==> src/pkg/io_port_defines.svh <==
// Constants for the I/O port access unit
`ifndef IO_PORT_DEFINES_SVH
`define IO_PORT_DEFINES_SVH

`define PORT_ADDR_W 16
`define PORT_SPACE_TOP 16'hFFFF
`define PORT_RSVD_LO 16'h00F8
`define PORT_RSVD_HI 16'h00FF
`define BUS_ADDR_W 32
`define BUS_DATA_W 32
`define BUS_LANE_STEP 32'h0000_0004
`define PORT_LANE_STEP 16'h0004
`define BUS_ENTRY_W 72
`define SIZE_CODE_8 2'h0
`define SIZE_CODE_16 2'h1
`define SIZE_CODE_32 2'h2
`define CMD_CODE_IO_READ 2'h0
`define CMD_CODE_IO_WRITE 2'h1
`define CMD_CODE_MEM_READ 2'h2
`define CMD_CODE_MEM_WRITE 2'h3

`endif

==> src/pkg/io_port_pkg.sv <==
// Types for the I/O port access unit
package io_port_pkg;

	typedef enum logic [2:0] {
		ST_IDLE,
		ST_SRC_READ,
		ST_PORT,
		ST_DST_WRITE,
		ST_STEP_OP
	} state_t;

	typedef enum logic [2:0] {
		ST_IDLE_X,
		ST_SRC_READ_X,
		ST_PORT_X,
		ST_DST_WRITE_X,
		ST_STEP_X
	} wide_state_t;

endpackage

==> src/design/io_bus_buffer.sv <==
// Two-entry buffer with valid and ready on both sides
`timescale 1ns/1ps
module io_bus_buffer #(
	parameter int WIDTH = 72
) (
	input wire logic CLK,
	input wire logic RST_N,
	input wire logic in_valid,
	output logic in_ready,
	input wire logic [WIDTH-1:0] in_data,
	output logic out_valid,
	input wire logic out_ready,
	output logic [WIDTH-1:0] out_data
);
	logic [WIDTH-1:0] slot [2];
	logic wptr;
	logic rptr;
	logic [1:0] count;
	logic push;
	logic pop;

	assign in_ready = (count != 2'h2);
	assign out_valid = (count != 2'h0);
	assign out_data = slot[rptr];
	assign push = in_valid && in_ready;
	assign pop = out_valid && out_ready;

	always_ff @(posedge CLK or negedge RST_N) begin
		if (!RST_N) begin
			slot[0] <= '0;
			slot[1] <= '0;
		end else if (push) begin
			slot[wptr] <= in_data;
		end
	end

	always_ff @(posedge CLK or negedge RST_N) begin
		if (!RST_N) begin
			wptr <= 1'b0;
			rptr <= 1'b0;
			count <= 2'h0;
		end else begin
			if (push)
				wptr <= ~wptr;
			if (pop)
				rptr <= ~rptr;
			// Simultaneous push and pop leaves the fill level unchanged
			if (push && !pop)
				count <= count + 2'h1;
			else if (pop && !push)
				count <= count - 2'h1;
		end
	end
endmodule

==> src/design/io_port_access_unit.sv <==
// I/O port access unit: port instructions to I/O and memory bus cycles
// Function
// - Separate 64K byte-port space, ports 0 to FFFFH
// - Port address past FFFFH wraps to zero
// - Adjacent byte ports form 16/32-bit ports
// - Aligned 16/32-bit port access takes one cycle
// - Unaligned port access crossing a 4-byte boundary adds a bus cycle
// - Order of split bus cycles is unspecified
// - Port write completes before instruction finishes
// - Memory/IO select high memory, low I/O
// - Command lines encode memory or I/O cycle
// - Parity errors always reported on I/O cycles
// - Port instructions issue I/O-space port cycles; string forms also issue memory cycles
// - Single transfers use accumulator by access size
// - Single port from immediate or port register
// - String port from register, source/destination pointers
// - Repeat prefix steps pointer by direction flag
// - Uncacheable ranges are never cached
// - Page cache disable flag blocks caching
`timescale 1ns/1ps
`include "io_port_defines.svh"
module io_port_access_unit #(
	parameter int COUNT_W = 32
) (
	input wire logic CLK,
	input wire logic RST_N,
	input wire logic REQ_VALID,
	output logic REQ_READY,
	input wire logic REQ_STRING,
	input wire logic REQ_INPUT,
	input wire logic [1:0] REQ_SIZE,
	input wire logic REQ_USE_IMM,
	input wire logic [7:0] REQ_IMM_PORT,
	input wire logic [15:0] PORT_ADDR_REG,
	input wire logic [31:0] ACCUM_32,
	input wire logic REPEAT_PREFIX,
	input wire logic [COUNT_W-1:0] REPEAT_COUNT,
	input wire logic DIRECTION_FLAG,
	input wire logic [31:0] STRING_SOURCE_PTR,
	input wire logic [31:0] STRING_DEST_PTR,
	input wire logic PAGE_CACHE_DISABLE_FLAG,
	input wire logic UNCACHEABLE_TYPE,
	input wire logic CACHE_ENABLE_IN_N,
	input wire logic PARITY_MEM_EN,
	output logic DONE,
	output logic BUSY,
	output logic [31:0] ACCUM_32_OUT,
	output logic [31:0] SRC_PTR_OUT,
	output logic [31:0] DST_PTR_OUT,
	output logic [COUNT_W-1:0] COUNT_OUT,
	output logic PARITY_FAULT,
	output logic BUS_REQ_VALID,
	input wire logic BUS_REQ_READY,
	output logic [31:0] BUS_ADDR,
	output logic [3:0] BUS_BE,
	output logic [1:0] BUS_CMD,
	output logic BUS_MEM_IO,
	output logic BUS_CACHEABLE,
	output logic [31:0] BUS_WDATA,
	input wire logic BUS_RSP_VALID,
	input wire logic [31:0] BUS_RDATA,
	input wire logic BUS_PARITY_ERR
);
	io_port_pkg::state_t state;
	logic is_string;
	logic is_input;
	logic [1:0] size;
	logic repeat_prefix;
	logic dflag;
	logic [15:0] port;
	logic [31:0] src;
	logic [31:0] dst;
	logic [COUNT_W-1:0] count;
	logic [31:0] accum;
	logic [31:0] data;
	logic [63:0] gather;
	logic piece;
	logic waiting;
	logic done;
	logic parity_fault;
	logic ken_meta;
	logic ken_sync;

	logic acc_active;
	logic acc_io;
	logic acc_write;
	logic [31:0] acc_addr;
	logic [1:0] off;
	logic [7:0] size_mask;
	logic [7:0] lane_mask;
	logic two_pieces;
	logic last_piece;
	logic [63:0] wide_wdata;
	logic [31:0] piece_addr;
	logic [3:0] piece_be;
	logic [31:0] piece_wdata;
	logic [1:0] piece_cmd;
	logic cacheable;
	logic push;
	logic buf_in_ready;
	logic [`BUS_ENTRY_W-1:0] buf_in;
	logic [`BUS_ENTRY_W-1:0] buf_out;
	logic rsp;
	logic acc_fin;
	logic [63:0] next_gather;
	logic [63:0] shifted;
	logic [31:0] data_mask;
	logic [31:0] rd_val;
	logic [31:0] step;
	logic [COUNT_W-1:0] next_count;
	logic more;

	// Cache enable arrives from a pin; two flops before anything reads it
	always_ff @(posedge CLK or negedge RST_N) begin
		if (!RST_N) begin
			ken_meta <= 1'b1;
			ken_sync <= 1'b1;
		end else begin
			ken_meta <= CACHE_ENABLE_IN_N;
			ken_sync <= ken_meta;
		end
	end

	// Which access the current state performs
	always_comb begin
		acc_active = 1'b1;
		acc_io = 1'b0;
		acc_write = 1'b0;
		acc_addr = src;
		unique case (state)
			io_port_pkg::ST_SRC_READ: begin
				acc_addr = src;
			end
			io_port_pkg::ST_PORT: begin
				acc_io = 1'b1;
				acc_write = !is_input;
				acc_addr = {16'h0000, port};
			end
			io_port_pkg::ST_DST_WRITE: begin
				acc_write = 1'b1;
				acc_addr = dst;
			end
			default: begin
				acc_active = 1'b0;
			end
		endcase
	end

	// Byte lanes of the requested range across two aligned words
	always_comb begin
		unique case (size)
			`SIZE_CODE_8: size_mask = 8'h01;
			`SIZE_CODE_16: size_mask = 8'h03;
			default: size_mask = 8'h0F;
		endcase
	end

	assign off = acc_addr[1:0];
	assign lane_mask = size_mask << off;
	// Aligned 16/32-bit accesses never touch the upper word
	assign two_pieces = |lane_mask[7:4];
	assign last_piece = piece || !two_pieces;
	assign wide_wdata = {32'h0000_0000, data} << {off, 3'b000};

	always_comb begin
		if (!piece) begin
			piece_addr = {acc_addr[31:2], 2'b00};
			piece_be = lane_mask[3:0];
			piece_wdata = wide_wdata[31:0];
		end else begin
			piece_be = lane_mask[7:4];
			piece_wdata = wide_wdata[63:32];
			if (acc_io)
				// Second word past FFFFH wraps into the bottom of the space
				piece_addr = {16'h0000,
					{port[15:2], 2'b00} + `PORT_LANE_STEP};
			else
				piece_addr = {acc_addr[31:2], 2'b00} + `BUS_LANE_STEP;
		end
	end

	// Low word always goes first; software needing order splits itself

	always_comb begin
		if (acc_io)
			piece_cmd = acc_write ? `CMD_CODE_IO_WRITE
				: `CMD_CODE_IO_READ;
		else
			piece_cmd = acc_write ? `CMD_CODE_MEM_WRITE
				: `CMD_CODE_MEM_READ;
	end

	// Port cycles are never cacheable; memory cycles obey all three blocks
	assign cacheable = !acc_io && !UNCACHEABLE_TYPE
		&& !PAGE_CACHE_DISABLE_FLAG
		&& !ken_sync;

	assign push = acc_active && !waiting;
	assign buf_in = {piece_addr, piece_be, piece_cmd, !acc_io, cacheable,
		piece_wdata};

	io_bus_buffer #(
		.WIDTH(`BUS_ENTRY_W)
	) u_buf (
		.CLK(CLK),
		.RST_N(RST_N),
		.in_valid(push),
		.in_ready(buf_in_ready),
		.in_data(buf_in),
		.out_valid(BUS_REQ_VALID),
		.out_ready(BUS_REQ_READY),
		.out_data(buf_out)
	);

	assign BUS_ADDR = buf_out[71:40];
	assign BUS_BE = buf_out[39:36];
	assign BUS_CMD = buf_out[35:34];
	assign BUS_MEM_IO = buf_out[33];
	assign BUS_CACHEABLE = buf_out[32];
	assign BUS_WDATA = buf_out[31:0];

	// One response per request, in order; only the waiting piece takes it
	assign rsp = BUS_RSP_VALID && waiting;
	assign acc_fin = rsp && last_piece;

	always_comb begin
		if (!piece)
			next_gather = {gather[63:32], BUS_RDATA};
		else
			next_gather = {BUS_RDATA, gather[31:0]};
	end

	always_comb begin
		unique case (size)
			`SIZE_CODE_8: data_mask = 32'h0000_00FF;
			`SIZE_CODE_16: data_mask = 32'h0000_FFFF;
			default: data_mask = 32'hFFFF_FFFF;
		endcase
	end

	assign shifted = next_gather >> {off, 3'b000};
	assign rd_val = shifted[31:0] & data_mask;

	always_comb begin
		unique case (size)
			`SIZE_CODE_8: step = 32'h0000_0001;
			`SIZE_CODE_16: step = 32'h0000_0002;
			default: step = 32'h0000_0004;
		endcase
	end

	assign next_count = repeat_prefix ? count - COUNT_W'(1) : count;
	assign more = is_string && repeat_prefix && (next_count != '0);

	// Piece sequencing of the current access
	always_ff @(posedge CLK or negedge RST_N) begin
		if (!RST_N) begin
			piece <= 1'b0;
			waiting <= 1'b0;
			gather <= '0;
		end else begin
			if (push && buf_in_ready)
				waiting <= 1'b1;
			else if (rsp)
				waiting <= 1'b0;
			if (rsp) begin
				gather <= next_gather;
				piece <= !last_piece;
			end
		end
	end

	// Instruction sequencing
	always_ff @(posedge CLK or negedge RST_N) begin
		if (!RST_N) begin
			state <= io_port_pkg::ST_IDLE;
			is_string <= 1'b0;
			is_input <= 1'b0;
			size <= `SIZE_CODE_8;
			repeat_prefix <= 1'b0;
			dflag <= 1'b0;
			port <= 16'h0000;
			count <= '0;
			data <= 32'h0000_0000;
		end else begin
			unique case (state)
				io_port_pkg::ST_IDLE: begin
					if (REQ_VALID) begin
						is_string <= REQ_STRING;
						is_input <= REQ_INPUT;
						size <= (REQ_SIZE == 2'h3) ? `SIZE_CODE_32 : REQ_SIZE;
						repeat_prefix <= REQ_STRING && REPEAT_PREFIX;
						dflag <= DIRECTION_FLAG;
						count <= REPEAT_COUNT;
						data <= ACCUM_32;
						if (REQ_USE_IMM && !REQ_STRING)
							port <= {8'h00, REQ_IMM_PORT};
						else
							port <= PORT_ADDR_REG;
						if (REQ_STRING && REPEAT_PREFIX && REPEAT_COUNT == '0)
							state <= io_port_pkg::ST_IDLE;
						else if (REQ_STRING && !REQ_INPUT)
							state <= io_port_pkg::ST_SRC_READ;
						else
							state <= io_port_pkg::ST_PORT;
					end
				end
				io_port_pkg::ST_SRC_READ: begin
					if (acc_fin) begin
						data <= rd_val;
						state <= io_port_pkg::ST_PORT;
					end
				end
				io_port_pkg::ST_PORT: begin
					// Leaves only on the response to the last piece, read or write
					if (acc_fin) begin
						if (is_input)
							data <= rd_val;
						if (is_input && is_string)
							state <= io_port_pkg::ST_DST_WRITE;
						else
							state <= io_port_pkg::ST_STEP_OP;
					end
				end
				io_port_pkg::ST_DST_WRITE: begin
					if (acc_fin)
						state <= io_port_pkg::ST_STEP_OP;
				end
				io_port_pkg::ST_STEP_OP: begin
					count <= next_count;
					if (more && is_input)
						state <= io_port_pkg::ST_PORT;
					else if (more)
						state <= io_port_pkg::ST_SRC_READ;
					else
						state <= io_port_pkg::ST_IDLE;
				end
			endcase
		end
	end

	// String pointers step by element size after each element
	always_ff @(posedge CLK or negedge RST_N) begin
		if (!RST_N) begin
			src <= 32'h0000_0000;
			dst <= 32'h0000_0000;
		end else if (state == io_port_pkg::ST_IDLE && REQ_VALID) begin
			src <= STRING_SOURCE_PTR;
			dst <= STRING_DEST_PTR;
		end else if (state == io_port_pkg::ST_STEP_OP && is_string) begin
			if (!is_input)
				src <= dflag ? src - step : src + step;
			else
				dst <= dflag ? dst - step : dst + step;
		end
	end

	// Single input merges into the accumulator at its size
	always_ff @(posedge CLK or negedge RST_N) begin
		if (!RST_N) begin
			accum <= 32'h0000_0000;
		end else if (state == io_port_pkg::ST_IDLE && REQ_VALID) begin
			accum <= ACCUM_32;
		end else if (state == io_port_pkg::ST_PORT && acc_fin && is_input
			&& !is_string) begin
			accum <= (accum & ~data_mask) | rd_val;
		end
	end

	// Completion and parity reporting
	always_ff @(posedge CLK or negedge RST_N) begin
		if (!RST_N) begin
			done <= 1'b0;
			parity_fault <= 1'b0;
		end else begin
			done <= (state == io_port_pkg::ST_STEP_OP && !more)
				|| (state == io_port_pkg::ST_IDLE && REQ_VALID
				&& REQ_STRING && REPEAT_PREFIX && REPEAT_COUNT == '0);
			// No mask exists for port cycles
			parity_fault <= rsp && BUS_PARITY_ERR
				&& (acc_io || PARITY_MEM_EN);
		end
	end

	assign REQ_READY = (state == io_port_pkg::ST_IDLE);
	assign BUSY = (state != io_port_pkg::ST_IDLE);
	assign DONE = done;
	assign PARITY_FAULT = parity_fault;
	assign ACCUM_32_OUT = accum;
	assign SRC_PTR_OUT = src;
	assign DST_PTR_OUT = dst;
	assign COUNT_OUT = count;
endmodule

==> config.mk <==
export PLATFORM = sky130hd
export DESIGN_NAME = io_port_access_unit
export DESIGN_NICKNAME = d
export VERILOG_FILES = /design/src/pkg/io_port_pkg.sv /design/src/design/io_bus_buffer.sv /design/src/design/io_port_access_unit.sv
export VERILOG_INCLUDE_DIRS = /design/src /design/src/pkg
export SDC_FILE = /design/constraint.sdc
export NUM_CORES = 1
export LEC_CHECK = 0
export BUFFER_PORTS_ARGS = -buffer_cell sky130_fd_sc_hd__buf_2
export CAP_MARGIN = 40
export CORE_MARGIN = 2
export CORE_UTILIZATION = 40
export CTS_CLUSTER_DIAMETER = 150
export DETAILED_ROUTE_END_ITERATION = 7
export GPL_ROUTABILITY_DRIVEN = 0
export MAX_ROUTING_LAYER = met4
export SLEW_MARGIN = 10
export SYNTH_ARGS = -nofsm -noshare
export SYNTH_HDL_FRONTEND = slang
export SYNTH_SLANG_ARGS = --single-unit
==> constraint.sdc <==
create_clock -name CLK -period 10.1 [get_ports CLK]
set_clock_uncertainty 0.1 [all_clocks]
set_input_delay 0.505 -clock CLK [delete_from_list [all_inputs] [get_ports CLK]]
set_output_delay 0.505 -clock CLK [all_outputs]
set_load 0.005 [all_outputs]
# --- Yosys cells after proc, flatten, opt, wreduce, memory -nomap -nowiden ---
# Index checks and enable logic that the tools add are counted.
# W data, S select, Z words.
op_classes:
  muxes: 55
  bitwise: 8
  n_addsub: 9
  n_eq_ne: 13
  n_reduce_logical: 68
  shifts: 3
  magnitude_cmp: 3
ops:
  columns: ["cell", "count"]
  rows:
  - ["$mux W32", 19]
  - ["$mux W72", 4]
  - ["$pmux W32 S2", 3]
  - ["$bwmux W144", 1]
  - ["$pmux W32 S3", 1]
  - ["$demux W72 S1", 1]
  - ["$add A32 B32 Y32", 2]
  - ["$and A32 B32 Y32", 2]
  - ["$mux W64", 1]
  - ["$shl A32 B5 Y64", 1]
  - ["$shr A64 B5 Y32", 1]
  - ["$sub A32 B32 Y32", 2]
  - ["$add A32 B3 Y32 const B", 1]
  - ["$logic_not A32 Y1", 1]
  - ["$not A32 Y32", 1]
  - ["$or A32 B32 Y32", 1]
  - ["$reduce_bool A32 Y1", 1]
  - ["$sub A32 B1 Y32 const B", 1]
  - ["$logic_and A1 B1 Y1", 30]
  - ["$add A16 B3 Y16 const B", 1]
  - ["$mux W16", 1]
  - ["$mux W3", 5]
  - ["$pmux W3 S5", 1]
  - ["$logic_not A1 Y1", 14]
  - ["30 further kinds", 63]
totals:
  reg_bits: 403
  elab_cells: 183
  inputBits: 201

# --- Longest topological paths before layout ---
depth:
  ltp_word: 12
  mapped_depth: 16
  mapped_depth_nobuf: 16

# --- By module ---
# Synthesis repeated with hierarchy kept, for this count alone.
unflattened:
  hier_cells: 2669
  area_unflattened_um2: 26130.1
modules_own_cells:
  columns: ["mod", "cells_per_inst", "n_inst", "seq_area_each_um2", "area_per_inst_um2"]
  rows:
  - ["io_port_access_unit", 2268, 1, 6183.4, 18995.7]
  - ["io_bus_buffer", 401, 1, 3703.6, 7134.3]

# --- Worst setup path after synthesis ---
# OpenSTA, ideal clock, no wires.
synth_path:
  path_kind: "reg-to-reg"
  start: "register dflag"
  end: "register src[30], in the netlist SRC_PTR_OUT[30]"
  stages_incl_launch_ff: 14
  path_buffers: 1
  required_time_ps: 9869
  slack_ps: 5604
  setup_ps: 131
  arrival_time_ps: 4265
  path_cell_list: "dfrtp_1 > clkbuf_1 > mux2_2 > fa_1 > a211oi_1 > o21ai_0 > a22oi_1 > a211oi_1 > o2111ai_1 > a21oi_1 > nor3_1 > o21bai_1 > and4b_1 > or3_1"
synth_via:
  elab_chain_len: 4
synth_rtl:
  columns: ["element", "line", "source"]
  rows:
  - ["from (decl)", "io_port_access_unit.sv:69", "logic dflag;"]
  - ["from (signal assigned)", "io_port_access_unit.sv:281", "dflag <= 1'b0;"]
  - ["from (signal assigned)", "io_port_access_unit.sv:293", "dflag <= DIRECTION_FLAG;"]
  - ["$mux W32", "io_port_access_unit.sv:352", "src <= dflag ? src - step : src + step;"]
  - ["$mux W32", "io_port_access_unit.sv:351", "if (!is_input)"]
  - ["$mux W32", "io_port_access_unit.sv:350", "end else if (state == io_port_pkg::ST_STEP_OP && is_string) begin"]
  - ["$mux W32", "io_port_access_unit.sv:347", "end else if (state == io_port_pkg::ST_IDLE && REQ_VALID) begin"]
  - ["to (signal assigned)", "io_port_access_unit.sv:352", null]
  - ["to (decl)", "io_port_access_unit.sv:71", "logic [31:0] src;"]
# No other way between the ends. The select of a mux whose other input is x is not followed.
# A chain may end at the register's enable or synchronous reset.

# --- Worst setup path in the final report ---
layout_path:
  start: "register size[0]"
  end: "register src[30], in the netlist SRC_PTR_OUT[30]"
layout_via:
  elab_chain_len: 7
  word_cells_on_any_way: 9
  classes_between: "add/sub (2); eq/ne (1); mux (5); reduce/logical (1)"
layout_rtl:
  columns: ["element", "line", "source"]
  rows:
  - ["from (decl)", "io_port_access_unit.sv:67", "logic [1:0] size;"]
  - ["from (signal assigned)", "io_port_access_unit.sv:279", "size <= `SIZE_CODE_8;"]
  - ["from (signal assigned)", "io_port_access_unit.sv:291", "size <= (REQ_SIZE == 2'h3) ? `SIZE_CODE_32 : REQ_SIZE;"]
  - ["$eq A2 B1 Y1 or $logic_not A2 Y1 (tied branches)", "io_port_access_unit.sv:245", "unique case (size)"]
  - ["$pmux W3 S2 (*)", "io_port_access_unit.sv:245", null]
  - ["$add A32 B32 Y32 or $sub A32 B32 Y32 (tied branches)", "io_port_access_unit.sv:352", null]
  - ["$mux W32 (*)", "io_port_access_unit.sv:352", null]
  - ["$mux W32 (*)", "io_port_access_unit.sv:351", null]
  - ["$mux W32 (*)", "io_port_access_unit.sv:350", null]
  - ["$mux W32 (*)", "io_port_access_unit.sv:347", null]
# Mark *: on every way between the ends. The rest lies on a longest branch, timed or not. The select of a mux whose other input is x is not followed.

==> results.md <==
- Post-synth EDFFs: 0
- Power per standard cell area: 399 nW/um^2
- Slew headroom: 0.197
- Wire length per cell: 21.8 um
- Clock sinks: 389
- Fraction of power consumed by combinational cells: 0.586
- Slew @ Worst Pin: 1.20 ns
- Grt ovf: 0
- Initial Util: 0.406
- Clock root buffer: clkbuf_16
- #FFs+latches synth: 389
- Period utilization: 0.460
- Primary FF master, synth: dfrtp_1
- CTS resizes: 0
- Post-Route WL: 83,900 um
- Max Slew Vio Count: 0
- Row cnt: 90
- Finished Layout Cells: 3,849
- Master of the slowest instance on the critical path: ha_1
- Final setup viols: 0
- Die area: 63,400 um^2
- Register area share after synthesis: 0.396
- Run status: finished clean
- GR Util All Layers: 0.267
- Area Growth Syn to Fin: 17.9%
- Later-pin clock latency in the skew report: 0.59 ns
- Largest cells by area after synthesis: dfrtp_1, mux2_2, nand2_1, o21ai_0, mux4_2
- Crit-path max FO: 24
- Top post-synthesis cells by count: nand2_1, dfrtp_1, o21ai_0, a21oi_1, nor2_1
- Synth Warn #: 0
- Reg power frac: 0.267
- Worst Hold Class: in -> reg
- Detailed Routing Iterations Pass 1: 5
- Initial antenna violation count: 19
- Layout cell share with drive strength beyond 1: 0.260
- First-pass GRT wire length: 129,000 um
- CTS tree: yes
- DRC: 0
- Cell Chain, Critical Path: nor2_1 > buf_4 > inv_1 > ha_1 > nor2b_1 > ha_1 > a211oi_1 > o21ai_0 > a22oi_1 > a211oi_1 > o2111ai_1 > a21oi_1 > nor3_1 > o21bai_1 > and4b_1 > or3_1
- Yosys top cell area share: 0.394
- H-tree depth: 2
- RSZ-0062 raised after global routing: no
- # IOs: 406
- Post-Syn Area: 24,600 um^2
- IO Port Bufs: 403
- Switch Pwr: 5.38 mW
- CP required: 10.46 ns
- Post-CTS setup buffers: 0
- LEAKAGE: 13.3 nW
- Iteration-0 DRC Markers: 1,720
- Final hold vios: 0
- Max Cap Viol: 0
- Ys async rst share: 1.00
- WP data arrival: 5.01 ns
- Area leader, netlist: dfrtp_1
- Maximum clock path buffer count: 3
- Die height: 252 um
- Cell Int Power: 6.18 mW
- Worst path max stage delay: 0.51 ns
- Crit. End Element: register
- Final nets: 3,281
- F_max: 215 MHz
- Most frequent cell after synthesis: nand2_1
- Vias in the first global route: 21,866
- Worst vdd ir: 0.248 mV
- TNS Setup: 0 ns
- Die Width: 252 um
- Gate Count Post-Synth: 2,696
- Core Region: 60,600 um^2
- Via count: 22,311
- Largest net degree at the start of global routing: 167
- Clock-pin slew on the worst setup and hold paths: 0.06 ns
- Sw Share: 0.466
- Yosys cell types: 88
- Cells after DPL: 3,738
- Clock group share of total power: 0.147
- CTS Buf Count: 46
- Post-layout min period: 4.65 ns
- Antenna Nets Post-Route: 0
- WS Path Type: reg -> reg
- CP Launch Type: register
- Number of vias per cell: 5.80
- Syn Area/Cell: 9.11 um^2
- Detailed-placement wirelength estimate: 62,000 um
layer usage:
layer	routed length (um)	up-vias	track usage
li1	-	10342	-
met1	37200	10938	0.359
met2	37200	859	0.397
met3	6240	172	0.0551
met4	3260	0	0.0970
met5	0	-	-
layout by cell type (no fill, tap or decap), drive strengths merged, types with 10 or more instances in the layout:
| cell | Yosys | final |
|---|---|---|
| a31oi | 35 | 35 |
| xnor2 | 49 | 49 |
| clkbuf | 145 | 69 |
| mux4 | 49 | 49 |
| o21a | 15 | 15 |
| a211oi | 10 | 10 |
| o211ai | 14 | 14 |
| nor3 | 41 | 41 |
| mux2i | 89 | 89 |
| dfrtp | 387 | 387 |
| inv | 35 | 39 |
| and3 | 31 | 31 |
| a21oi | 212 | 212 |
| a22oi | 26 | 26 |
| nor2 | 193 | 193 |
| nand4 | 10 | 10 |
| nand2b | 18 | 18 |
| or3 | 11 | 11 |
| nor2b | 12 | 12 |
| a221o | 11 | 11 |
| nand3b | 10 | 10 |
| nor4 | 23 | 23 |
| nand2 | 486 | 486 |
| diode | 0 | 19 |
| xor2 | 37 | 37 |
| a21o | 28 | 28 |
| o22a | 10 | 10 |
| o21ai | 237 | 237 |
| ha | 67 | 67 |
| a21boi | 18 | 18 |
| and2 | 10 | 10 |
| clkinv | 0 | 10 |
| nand3 | 38 | 38 |
| o21bai | 12 | 12 |
| mux2 | 185 | 185 |
| buf | 36 | 439 |
per-stage QoR:
stage	hold slack [ns]	power, mW	setup slack, ns	util	area, um^2
after floorplan	0.109	7.59	5.60	-	24600
after global placement	0.246	9.57	5.16	0.448	27100
after detailed placement	0.247	9.80	5.50	0.451	27300
after CTS	0.000298	11.6	5.43	0.477	28900
after global routing	0.0209	12.4	4.97	0.478	29000
final	0.0253	11.6	5.45	0.478	29000
layout make-up:
| cell class | instances | area, um^2 |
|---|---|---|
| inverters | 35 | 131 |
| clock buffers | 69 | 1370 |
| diodes | 19 | 47.5 |
| repair buffers | 447 | 2510 |
| flip-flops and latches | 389 | 9740 |
| fillers | 5779 | 31600 |
| multi-input cells | 2092 | 14000 |
| well taps | 782 | 978 |
| clock inverters | 16 | 156 |
worst max-delay path, delay by kind of cell (launching register included):
kind                     cells  cell delay, ns
AO/OA/AOI/OAI                7            1.47
AND/OR/NAND/NOR              5            1.34
buffers and inverters        2            0.39
flip-flops                   1            0.39
adder cells (fa/ha/maj)      2            0.84
flip-flops by register name, summed over array words and instances (netlist names), 2 cells and up, named ones only:
| signal | count |
|---|---|
| data | 32 |
| ACCUM_32_OUT | 8 |
| state | 3 |
| SRC_PTR_OUT | 32 |
| u_buf.slot | 138 |
| u_buf.count | 2 |
| size | 2 |
| COUNT_OUT | 32 |
| port | 16 |
| DST_PTR_OUT | 32 |
| gather | 56 |
logic make-up after synthesis:
group	synth area share
buffers and inverters	0.0350
multiplexers	0.166
adder cells (fa/ha/maj)	0.0358
AND/OR/NAND/NOR	0.167
XOR/XNOR	0.0307
AO/OA/AOI/OAI	0.169
other	0.000153
flip-flops	0.396
worst paths after layout:
check	end	slack, ns	cells after the start	startpoint
min	SRC_PTR_OUT[11]	0.03	3	STRING_SOURCE_PTR[11]
max in group asynchronous	u_buf.slot[133]	7.65	5	RST_N
max	SRC_PTR_OUT[30]	5.45	16	size[0]
min reg2reg	ken_sync	0.26	0	ken_meta
max reg2reg	SRC_PTR_OUT[30]	5.45	16	size[0]
min in group asynchronous	gather[32]	0.43	2	RST_N
what timing repair did:
action | in CTS | in global routing
hold endpoints to repair | 101 | 0
hold buffers | 7 | 0
setup endpoints to repair | 0 | 0
power by group through the flow:
stage	sequential, mW	combinational, mW	clock, mW
floorplan	2.76	4.83	0
global placement	3.04	6.53	0
detailed placement	3.09	6.72	0
CTS	3.06	6.76	1.74
global route	3.17	7.46	1.80
finish	3.08	6.78	1.70
Note: power is estimated with default switching activity, not from simulation.
